## src/verilog/ecbc_regs.vh

```
/*
 * Constants of the expansion card bus controller: register offsets,
 * field positions, reset values and timing counts.
 * Assumes inclusion by the top-level design file only; definitions only.
 */
`ifndef ECBC_REGS_VH
`define ECBC_REGS_VH

`define ECBC_ADDR_W        24
`define ECBC_OFF_ERRSTAT   24'hca000a
`define ECBC_OFF_CTRL      24'hca0000
`define ECBC_OFF_XBCFG     24'hca0002
`define ECBC_OFF_GPIO      24'hca0004
`define ECBC_OFF_TMRLD     24'hca0006
`define ECBC_OFF_INTSTAT   24'hca0008
`define ECBC_OFF_TMRCNT    24'hca000c
`define ECBC_CTRL_RST      16'h0000
`define ECBC_ERR_TM0_BIT   6
`define ECBC_ERR_TM1_BIT   7
`define ECBC_CLK_HZ        125000000
`define ECBC_REFRESH_MS    13
`define ECBC_REFRESH_CYC   ((`ECBC_CLK_HZ / 1000) * `ECBC_REFRESH_MS)
`define ECBC_SLOT_ID_RST   4'h9
`define ECBC_ROM_WAIT      1

`endif

```

## src/verilog/ecbc_top.v

```verilog
/*
 * Expansion card bus controller: bridges incoming 32-bit backplane
 * transactions to two 16-bit local cycles, holds local-to-backplane
 * cycles pending, decodes ROM and DRAM, refreshes DRAM, arbitrates an
 * external master and gathers interrupts. Registers on Avalon-MM.
 * Assumes request, done, status, external-master and interrupt pins arrive asynchronously and are synchronised here; the
 * backplane transaction engine itself is external and signalled by
 * request/done pins.
 */
`timescale 1ns/1ps
`include "ecbc_regs.vh"
module ecbc_top (
	// Clock and reset
	input  wire        MCLK,
	input  wire        RST,
	// Avalon-MM slave
	input  wire [23:0] AVS_ADDRESS,
	input  wire        AVS_READ,
	input  wire        AVS_WRITE,
	input  wire [15:0] AVS_WRITEDATA,
	output reg  [15:0] AVS_READDATA,
	output wire        AVS_WAITREQUEST,
	// Delayed backplane clock phases
	input  wire        DELAYED_CLOCK_PHASE_A,
	input  wire        DELAYED_CLOCK_PHASE_B,
	output wire        LOCAL_CLK,
	// Incoming backplane request (slave mode)
	input  wire        BP_IN_REQ,
	input  wire [31:0] BP_IN_ADDR,
	input  wire [1:0]  BP_IN_SIZE,
	output reg         BP_IN_ACK,
	// Local processor request to backplane (master mode)
	input  wire        LP_REQ,
	input  wire [1:0]  LP_SIZE,
	output reg         LP_DTACK,
	output reg         LOCAL_BUS_ERROR_N,
	output reg         HALT_N,
	output reg         LP_OFF_BUS,
	// Backplane transaction engine
	output reg         BP_OUT_START,
	input  wire        BP_OUT_DONE,
	input  wire        TRANSFER_STATUS_BIT_LOW,
	input  wire        TRANSFER_STATUS_BIT_HIGH,
	// Local cycle generator
	output reg         LC_START,
	output reg         LC_UPPER_HALF,
	output reg  [1:0]  LC_BYTE_LANES,
	input  wire        LC_DONE,
	// Memory decode
	output reg         ROM_SEL,
	output reg         ID_ROM_SEL,
	output reg         DRAM_SEL,
	output reg         RAS_N,
	output reg         CAS_N,
	output reg  [1:0]  DRAM_ORG,
	// External master arbitration and lines
	input  wire        XM_REQ,
	input  wire        XM_ACK,
	output reg         XM_GRANT,
	output reg  [3:0]  EXTERNAL_MASTER_BUS_OUT,
	output reg  [3:0]  EXTERNAL_MASTER_BUS_OE,
	input  wire [3:0]  EXTERNAL_MASTER_BUS_IN,
	// Interrupt sources and output
	input  wire        BP_IRQ,
	input  wire        IO_PROCESSOR_IRQ,
	input  wire        REMOTE_IO_PROCESSOR_IRQ,
	output reg         LOCAL_IRQ
);
	localparam S_IDLE   = 3'h0;
	localparam S_LO     = 3'h1;
	localparam S_HI     = 3'h2;
	localparam S_ACK    = 3'h3;
	localparam S_MREQ   = 3'h4;
	localparam S_MWAIT  = 3'h5;
	localparam S_MDONE  = 3'h6;
	localparam SZ_32    = 2'h2;
	localparam [31:0] REF_CYC = `ECBC_REFRESH_CYC;

	// Synchronisers for every asynchronous pin except the two clock phases, which ecbc_phase_clk synchronises.
	reg [1:0]  s_inreq_r, s_lpreq_r, s_done_r, s_lcdone_r, s_xreq_r, s_xack_r;
	reg [1:0]  s_tm0_r, s_tm1_r, s_bpirq_r, s_iopirq_r, s_riopirq_r;
	reg [3:0]  s_gpi0_r, s_gpi1_r;
	wire inreq  = s_inreq_r[1];
	wire lpreq  = s_lpreq_r[1];
	wire odone  = s_done_r[1];
	wire lcdone = s_lcdone_r[1];

	always @(posedge MCLK) begin
		if (RST) begin
			s_inreq_r <= 2'h0; s_lpreq_r <= 2'h0; s_done_r <= 2'h0;
			s_lcdone_r <= 2'h0; s_xreq_r <= 2'h0; s_xack_r <= 2'h0;
			s_tm0_r <= 2'h0; s_tm1_r <= 2'h0; s_bpirq_r <= 2'h0;
			s_iopirq_r <= 2'h0; s_riopirq_r <= 2'h0;
			s_gpi0_r <= 4'h0; s_gpi1_r <= 4'h0;
		end else begin
			s_inreq_r <= {s_inreq_r[0], BP_IN_REQ};
			s_lpreq_r <= {s_lpreq_r[0], LP_REQ};
			s_done_r <= {s_done_r[0], BP_OUT_DONE};
			s_lcdone_r <= {s_lcdone_r[0], LC_DONE};
			s_xreq_r <= {s_xreq_r[0], XM_REQ};
			s_xack_r <= {s_xack_r[0], XM_ACK};
			s_tm0_r <= {s_tm0_r[0], TRANSFER_STATUS_BIT_LOW};
			s_tm1_r <= {s_tm1_r[0], TRANSFER_STATUS_BIT_HIGH};
			s_bpirq_r <= {s_bpirq_r[0], BP_IRQ};
			s_iopirq_r <= {s_iopirq_r[0], IO_PROCESSOR_IRQ};
			s_riopirq_r <= {s_riopirq_r[0], REMOTE_IO_PROCESSOR_IRQ};
			s_gpi0_r <= EXTERNAL_MASTER_BUS_IN;
			s_gpi1_r <= s_gpi0_r;
		end
	end

	// Local clock from the phase generator.
	ecbc_phase_clk u_clk (
		.mclk        (MCLK),
		.rst         (RST),
		.phase_a     (DELAYED_CLOCK_PHASE_A),
		.phase_b     (DELAYED_CLOCK_PHASE_B),
		.local_clk_r (LOCAL_CLK)
	);

	// Registers.
	reg [2:0]  state_r;
	reg [15:0] ctrl_r, xbcfg_r, gpio_r, tmrld_r, errstat_r;
	reg [3:0]  intstat_r;
	reg        tmr_load_r;
	reg [3:0]  slot_id_r;
	reg        acc_r;
	wire [15:0] tmr_count;
	wire        tmr_flag;
	wire        tmr_clr = AVS_WRITE && acc_r && (AVS_ADDRESS == `ECBC_OFF_INTSTAT)
		&& AVS_WRITEDATA[0];

	ecbc_down_timer u_tmr (
		.mclk     (MCLK),
		.rst      (RST),
		.enable   (ctrl_r[4]),
		.reload   (tmrld_r),
		.load     (tmr_load_r),
		.flag_clr (tmr_clr),
		.count_r  (tmr_count),
		.flag_r   (tmr_flag)
	);

	// One wait state on every bus access: answer on the second edge.
	assign AVS_WAITREQUEST = (AVS_READ || AVS_WRITE) && !acc_r;

	always @(posedge MCLK) begin
		if (RST) begin
			acc_r <= 1'b0;
			ctrl_r <= `ECBC_CTRL_RST;
			xbcfg_r <= 16'h0000;
			gpio_r <= 16'h0000;
			tmrld_r <= 16'hffff;
			tmr_load_r <= 1'b0;
			intstat_r <= 4'h0;
			AVS_READDATA <= 16'h0000;
			slot_id_r <= `ECBC_SLOT_ID_RST;
		end else begin
			acc_r <= (AVS_READ || AVS_WRITE) && !acc_r;
			tmr_load_r <= 1'b0;
			// Sticky interrupt bits: a new event outranks a write-one clear.
			intstat_r <= (intstat_r & ~((AVS_WRITE && acc_r &&
				AVS_ADDRESS == `ECBC_OFF_INTSTAT) ? AVS_WRITEDATA[3:0] : 4'h0))
				| {s_riopirq_r[1], s_iopirq_r[1], s_bpirq_r[1], tmr_flag};
			// Writes land only at the accepting edge, when waitrequest is low.
			if (AVS_WRITE && acc_r) begin
				case (AVS_ADDRESS)
				`ECBC_OFF_CTRL: begin
					ctrl_r <= AVS_WRITEDATA;
					slot_id_r <= AVS_WRITEDATA[11:8];
				end
				`ECBC_OFF_XBCFG: xbcfg_r <= AVS_WRITEDATA;
				`ECBC_OFF_GPIO: gpio_r <= AVS_WRITEDATA;
				`ECBC_OFF_TMRLD: begin
					tmrld_r <= AVS_WRITEDATA;
					tmr_load_r <= 1'b1;
				end
				default: ;
				endcase
			end
			if (AVS_READ && !acc_r) begin
				case (AVS_ADDRESS)
				`ECBC_OFF_CTRL: AVS_READDATA <= ctrl_r;
				`ECBC_OFF_XBCFG: AVS_READDATA <= xbcfg_r;
				`ECBC_OFF_GPIO: AVS_READDATA <= {gpio_r[15:4], s_gpi1_r};
				`ECBC_OFF_TMRLD: AVS_READDATA <= tmrld_r;
				`ECBC_OFF_INTSTAT: AVS_READDATA <= {12'h000, intstat_r};
				`ECBC_OFF_ERRSTAT: AVS_READDATA <= errstat_r;
				`ECBC_OFF_TMRCNT: AVS_READDATA <= tmr_count;
				default: AVS_READDATA <= 16'h0000;
				endcase
			end
		end
	end

	// External-master lines: arbitration or decode/GPIO by configuration.
	always @(posedge MCLK) begin
		if (RST) begin
			XM_GRANT <= 1'b0;
			EXTERNAL_MASTER_BUS_OUT <= 4'h0;
			EXTERNAL_MASTER_BUS_OE <= 4'h0;
			LOCAL_IRQ <= 1'b0;
			DRAM_ORG <= 2'h0;
		end else begin
			LOCAL_IRQ <= |(intstat_r & ctrl_r[3:0]);
			DRAM_ORG <= ctrl_r[6:5];
			if (xbcfg_r[1:0] == 2'h0) begin
				// Grant only while the bridge is idle; held until the master lets go.
				if (s_xreq_r[1] && state_r == S_IDLE && !inreq && !lpreq)
					XM_GRANT <= 1'b1;
				else if (!s_xreq_r[1] && !s_xack_r[1])
					XM_GRANT <= 1'b0;
				EXTERNAL_MASTER_BUS_OE <= 4'h0;
			end else if (xbcfg_r[1:0] == 2'h1) begin
				XM_GRANT <= 1'b0;
				EXTERNAL_MASTER_BUS_OUT <= gpio_r[3:0];
				EXTERNAL_MASTER_BUS_OE <= xbcfg_r[7:4];
			end else begin
				XM_GRANT <= 1'b0;
				EXTERNAL_MASTER_BUS_OUT <= {3'h0, ROM_SEL | DRAM_SEL};
				EXTERNAL_MASTER_BUS_OE <= 4'hf;
			end
		end
	end

	// DRAM refresh: CAS then RAS, no address driven.
	reg [31:0] ref_cnt_r;
	reg [1:0]  ref_ph_r;
	always @(posedge MCLK) begin
		if (RST) begin
			ref_cnt_r <= 32'h0;
			ref_ph_r <= 2'h0;
			RAS_N <= 1'b1;
			CAS_N <= 1'b1;
		end else begin
			if (ref_cnt_r == REF_CYC - 32'h1) begin
				ref_cnt_r <= 32'h0;
				ref_ph_r <= 2'h1;
			end else
				ref_cnt_r <= ref_cnt_r + 32'h1;
			case (ref_ph_r)
			2'h1: begin
				CAS_N <= 1'b0;
				ref_ph_r <= 2'h2;
			end
			2'h2: begin
				RAS_N <= 1'b0;
				ref_ph_r <= 2'h3;
			end
			2'h3: begin
				RAS_N <= 1'b1;
				CAS_N <= 1'b1;
				ref_ph_r <= 2'h0;
			end
			default: begin
				// Zero-wait access strobes follow the local cycle directly.
				RAS_N <= !(DRAM_SEL && LC_START);
				CAS_N <= !(DRAM_SEL && LC_START);
			end
			endcase
		end
	end

	// Bridge state machine.
	reg       is32_r, rom_w_r;
	// One local cycle in flight; a new start waits for done to drop again.
	reg       lc_busy_r;
	wire id_hit = (BP_IN_ADDR[31:28] == 4'hf) && (BP_IN_ADDR[27:24] == slot_id_r)
		&& (BP_IN_ADDR[23:16] == 8'hff);
	always @(posedge MCLK) begin
		if (RST) begin
			state_r <= S_IDLE;
			is32_r <= 1'b0;
			rom_w_r <= 1'b0;
			lc_busy_r <= 1'b0;
			BP_IN_ACK <= 1'b0;
			LP_DTACK <= 1'b0;
			LOCAL_BUS_ERROR_N <= 1'b1;
			HALT_N <= 1'b1;
			LP_OFF_BUS <= 1'b0;
			BP_OUT_START <= 1'b0;
			LC_START <= 1'b0;
			LC_UPPER_HALF <= 1'b0;
			LC_BYTE_LANES <= 2'h0;
			ROM_SEL <= 1'b0;
			ID_ROM_SEL <= 1'b0;
			DRAM_SEL <= 1'b0;
			errstat_r <= 16'h0000;
		end else begin
			LC_START <= 1'b0;
			BP_OUT_START <= 1'b0;
			case (state_r)
			S_IDLE: begin
				BP_IN_ACK <= 1'b0;
				LP_DTACK <= 1'b0;
				LOCAL_BUS_ERROR_N <= 1'b1;
				HALT_N <= 1'b1;
				if (inreq && !XM_GRANT) begin
					// Incoming traffic wins; a colliding local request retries.
					if (lpreq) begin
						LOCAL_BUS_ERROR_N <= 1'b0;
						HALT_N <= 1'b0;
					end
					LP_OFF_BUS <= 1'b1;
					is32_r <= (BP_IN_SIZE == SZ_32);
					ID_ROM_SEL <= id_hit;
					ROM_SEL <= id_hit || (BP_IN_ADDR[23:20] == 4'hf);
					DRAM_SEL <= !id_hit && (BP_IN_ADDR[23:20] != 4'hf);
					rom_w_r <= 1'b0;
					// An 8-bit ID ROM answers on every other byte lane.
					LC_BYTE_LANES <= (id_hit && ctrl_r[7]) ? 2'h1 : 2'h3;
					LC_UPPER_HALF <= 1'b0;
					state_r <= S_LO;
				end else if (lpreq && !XM_GRANT) begin
					state_r <= S_MREQ;
				end
			end
			S_LO, S_HI: begin
				// ROM gets one extra cycle before the local cycle starts.
				if (ROM_SEL && !rom_w_r)
					rom_w_r <= 1'b1;
				else if (!lc_busy_r && !lcdone) begin
					LC_START <= 1'b1;
					lc_busy_r <= 1'b1;
				end else if (lc_busy_r && lcdone) begin
					lc_busy_r <= 1'b0;
					rom_w_r <= 1'b0;
					if (state_r == S_LO && is32_r) begin
						LC_UPPER_HALF <= 1'b1;
						state_r <= S_HI;
					end else
						state_r <= S_ACK;
				end
			end
			S_ACK: begin
				BP_IN_ACK <= 1'b1;
				if (!inreq) begin
					BP_IN_ACK <= 1'b0;
					LP_OFF_BUS <= 1'b0;
					ROM_SEL <= 1'b0;
					ID_ROM_SEL <= 1'b0;
					DRAM_SEL <= 1'b0;
					state_r <= S_IDLE;
				end
			end
			S_MREQ: begin
				if (LP_SIZE != SZ_32) begin
					BP_OUT_START <= 1'b1;
					state_r <= S_MWAIT;
				end else begin
					LOCAL_BUS_ERROR_N <= 1'b0;
					state_r <= S_MDONE;
				end
			end
			S_MWAIT: begin
				if (odone) begin
					errstat_r[`ECBC_ERR_TM0_BIT] <= s_tm0_r[1];
					errstat_r[`ECBC_ERR_TM1_BIT] <= s_tm1_r[1];
					if (s_tm0_r[1] || s_tm1_r[1])
						LOCAL_BUS_ERROR_N <= 1'b0;
					else
						LP_DTACK <= 1'b1;
					state_r <= S_MDONE;
				end
			end
			S_MDONE: begin
				if (!lpreq) begin
					LP_DTACK <= 1'b0;
					LOCAL_BUS_ERROR_N <= 1'b1;
					state_r <= S_IDLE;
				end
			end
			default: state_r <= S_IDLE;
			endcase
		end
	end
endmodule

```

## src/verilog/ecbc_phase_clk.v

```verilog
/*
 * Local processor clock generator: rebuilds a 10 MHz clock from the two
 * delayed backplane clock phases.
 * Assumes both phases are asynchronous pins sampled on MCLK.
 */
`timescale 1ns/1ps
module ecbc_phase_clk (
	// Clock and reset
	input  wire mclk,
	input  wire rst,
	// Phases
	input  wire phase_a,
	input  wire phase_b,
	// Output
	output reg  local_clk_r
);
	reg [1:0] a_sync_r;
	reg [1:0] b_sync_r;

	always @(posedge mclk) begin
		if (rst) begin
			a_sync_r    <= 2'h0;
			b_sync_r    <= 2'h0;
			local_clk_r <= 1'b0;
		end else begin
			a_sync_r    <= {a_sync_r[0], phase_a};
			b_sync_r    <= {b_sync_r[0], phase_b};
			// Set by phase a, cleared by phase b: one cycle per 10 MHz period.
			if (a_sync_r[1] && !b_sync_r[1])
				local_clk_r <= 1'b1;
			else if (b_sync_r[1] && !a_sync_r[1])
				local_clk_r <= 1'b0;
		end
	end
endmodule

```

## src/verilog/ecbc_down_timer.v

```verilog
/*
 * 16-bit down-counting timer with automatic reload and a sticky
 * terminal-count flag.
 * Assumes the reload value and enable come from the control registers.
 */
`timescale 1ns/1ps
module ecbc_down_timer (
	// Clock and reset
	input  wire        mclk,
	input  wire        rst,
	// Control
	input  wire        enable,
	input  wire [15:0] reload,
	input  wire        load,
	input  wire        flag_clr,
	// Status
	output reg  [15:0] count_r,
	output reg         flag_r
);
	wire at_zero = (count_r == 16'h0000);

	always @(posedge mclk) begin
		if (rst) begin
			count_r <= 16'h0000;
			flag_r  <= 1'b0;
		end else begin
			if (load)
				count_r <= reload;
			else if (enable && at_zero)
				count_r <= reload;
			else if (enable)
				count_r <= count_r - 16'h0001;
			// Set wins over a clear in the same cycle.
			if (enable && at_zero && !load)
				flag_r <= 1'b1;
			else if (flag_clr)
				flag_r <= 1'b0;
		end
	end
endmodule

```

## config.mk

```make
export PLATFORM = sky130hd
export DESIGN_NAME = ecbc_top
export DESIGN_NICKNAME = d
export VERILOG_FILES = /design/src/verilog/ecbc_top.v /design/src/verilog/ecbc_phase_clk.v /design/src/verilog/ecbc_down_timer.v
export VERILOG_INCLUDE_DIRS = /design/src /design/src/verilog
export SDC_FILE = /design/constraint.sdc
export NUM_CORES = 1
export LEC_CHECK = 0
export ABC_AREA = 1
export BUFFER_PORTS_ARGS = -buffer_cell sky130_fd_sc_hd__clkbuf_2
export CORE_MARGIN = 5
export CORE_UTILIZATION = 57
export DETAILED_ROUTE_END_ITERATION = 8
export GPL_ROUTABILITY_DRIVEN = 0
export PLACE_DENSITY = 0.84
export SLEW_MARGIN = 10
export SYNTH_ARGS = -nofsm -noshare
export SYNTH_HDL_FRONTEND = slang
export SYNTH_SLANG_ARGS = --single-unit
```

## constraint.sdc

```tcl
create_clock -name MCLK -period 2.08 [get_ports MCLK]
set_clock_uncertainty 0.15 [all_clocks]
set_input_delay 0.208 -clock MCLK [delete_from_list [all_inputs] [get_ports MCLK]]
set_output_delay 0.208 -clock MCLK [all_outputs]
set_load 0.1 [all_outputs]
```

==> impl_metrics.ini <==
[die]
die_w_um = 140
fp.coreArea_sq_um = 16500
ios = 142
dieArea_sq_um = 19500
rows = 47
die_y_um = 140
start_util_pct = 58.0

[finish]
diodes = 0
drive_gt1_share_pct = 15.6
fin_nets = 1616
fin_util_pct = 71.2
area_delta_synth_final_pct = 22.7

[logic_synthesis]
netlist_area_sq_um = 9590
synth.top_cell.area_share_pct = 43.6
ys_types = 42
yosysTopAreaCell = dfxtp_1
synth_cells = 1339
yosys_warnings = 0
synth-edff-count = 0
ys.flop_type = dfxtp_1
yosysMostFrequentCell = nand2_1
synthTopCellsByArea = dfxtp_1, nand2_1, a21oi_1, nor2_1, inv_1
syn_area_per_cell_sq_um = 7.16
ys_seq_area_share_pct = 43.6
postSynth.asyncResetShare_pct = 0
synth_seq_cells = 209
synth_common_cells = nand2_1, dfxtp_1, nor2_1
syn_nets = 1445

[clock_network]
clk_pin_slew_ps = 60
root_buffer = clkbuf_16
htree_levels = 1
clock_path_buffers = 3
numCtsBuffers = 22
cts.sinks = 209
clk_latency_ps = 520
cts_tree = done
cts_setup_buffers = 0

[sta]
min_period_ps = 1890
maxSlewHeadroom_pct = 60.2
finalCritPeriodShare_pct = 91.0
fmax_mhz = 528
fin_tns_setup_ps = 0
rsz0062_at_grt = no
worst_pin_slew_ps = 591
slew_viol_final = 0
finalHoldViolations = 0
setup_viol = 0

[outcome]
status = completed

[power]
pwr-share-clk_pct = 41.1
comb_power_share_pct = 14.4
peakVddDrop_mv = 0.717
leakage_nw = 5.27
power_frac_seq_pct = 44.5
intPower_mw = 6.81
power_density_nw_per_um2 = 805
switching_power_mw = 2.66
swShare_pct = 28.1

[routing]
first_pass_iters = 6
totalWireLength_um = 26400
vias = 9679
routedWlPerCell_um = 15.2
ant_nets = 0
drtIter0Drc = 1047
viasPerCell = 5.56
drc_errors = 0

[hold_path]
hold_class = input port to flop

[job]
maxCapViolations = 0

[grt]
globalRouteOverflowTotal = 0
busiest_layer = met2
grt_pass1_wl_um = 43600
use_met3_pct = 5.04
grt_pass1_vias = 9144
track_usage_pct = 26.2
grt_max_degree = 110
use_met1_pct = 34.3
globalRouteMet2Util_pct = 44.0
antenna_found_initial = 0

[worst_setup_path]
cp.arrival_ps = 2110
critPathMaxFanout = 8
end_kind = flop
r2r_slack_ps = 190
start_kind = flop
required_ps = 2300
crit_type = flop to flop

[place]
io_buffer_count = 125
hpwl_um = 17500
==> layout by cell type, fill, tap and decap left out, drive strengths merged, types with 4 or more instances in the layout <==
cell | synthesis | routed
o211ai | 19 | 19
nand3 | 61 | 61
clkbuf | 23 | 156
dlygate4sd3 | 0 | 45
nor2 | 182 | 182
xor2 | 19 | 19
o21ai | 84 | 84
nor3 | 25 | 25
inv | 174 | 173
or2 | 10 | 10
buf | 36 | 36
nand3b | 4 | 4
nand4 | 87 | 87
ha | 9 | 9
xnor2 | 4 | 4
a21oi | 131 | 131
nor4 | 6 | 6
dfxtp | 209 | 209
nand2 | 244 | 244
==> timing repair <==
action | in CTS | in global routing
setup endpoints to repair | 0 | 15
endpoints found under the hold margin | 96 | 0
gates resized for setup | 0 | 9
hold buffers | 45 | 0
==> sequential cells by signal, indices dropped and copies added (netlist names), 3 cells and up <==
signal,cells
EXTERNAL_MASTER_BUS_OE,4
intstat_r,4
gpio_r,16
AVS_READDATA,16
ctrl_r,16
s_gpi1_r,4
ref_cnt_r,32
xbcfg_r,16
EXTERNAL_MASTER_BUS_OUT,4
s_gpi0_r,4
state_r,3
tmrld_r,16
u_tmr.count_r,16
==> per-stage QoR <==
stage	instance area (sq um)	power (mW)	cells	hold WS (ps)	worst slack, ps
2_1_floorplan	9590	5.23	1339	165	130
6_report	11800	9.47	1742	76.7	187
4_1_cts	11700	9.45	1741	70.1	91.5
5_1_grt	11800	9.83	1742	101	5.36
3_5_place_dp	10600	5.55	1660	243	115
3_3_place_gp	10600	5.52	1660	239	177
==> routing by layer <==
metal	share of wire, %	wire length, um
met1	42	11000
met2	47	12500
met3	8.4	2210
met4	2.8	748
met5	0	0
==> path summary, 6_finish.rpt <==
kind	from	to	depth (start not counted)
worst min-delay path	BP_IN_ADDR[28]	ID_ROM_SEL	6
worst max register to register	u_tmr.count_r[1]	u_tmr.count_r[11]	11
worst min register to register	s_xack_r[0]	s_xack_r[1]	2
worst max-delay path	u_tmr.count_r[1]	u_tmr.count_r[11]	11
==> area by class of cell <==
class / instances / area [sq um]
Multi-Input combinational cell: 896 / 4460
Clock buffer: 32 / 648
Timing Repair inverter: 1 / 7.51
Sequential cell: 209 / 4180
Timing Repair Buffer: 205 / 1450
Fill cell: 1228 / 4760
Inverter: 175 / 662
Clock inverter: 4 / 76.3
Tap cell: 220 / 275
==> power by group through the flow <==
stage / registers, mW / logic [mW] / clock network (mW)
floorplan: 4.60 / 0.623 / 0
global placement: 4.29 / 1.23 / 0
detailed placement: 4.30 / 1.25 / 0
CTS: 4.21 / 1.32 / 3.92
global route: 4.22 / 1.49 / 4.11
finish: 4.21 / 1.37 / 3.89
==> logic make-up (layout without fill, tap and decap cells) <==
kind of cell	count (synthesis)	count (layout)	synth area share [%]
buffers and inverters	234	417	10.1
flip-flops	209	209	43.6
adder cells (fa/ha/maj)	9	9	1.17
AO/OA/AOI/OAI	244	244	13.6
XOR/XNOR	23	23	2.10
AND/OR/NAND/NOR	620	620	29.4
==> critical path, cell delays in order, from the launching register on <==
cell and delay, ps:
dfxtp_1 310, inv_1 110, ha_2 220, nand3_2 130, nor3_2 120, nand3_1 130, nand2_4 130, clkinvlp_4 180
nand2_1 100, nand2_1 50, nand2_1 70, a21oi_1 50
No activity file was read; power rests on OpenSTA's default activity.
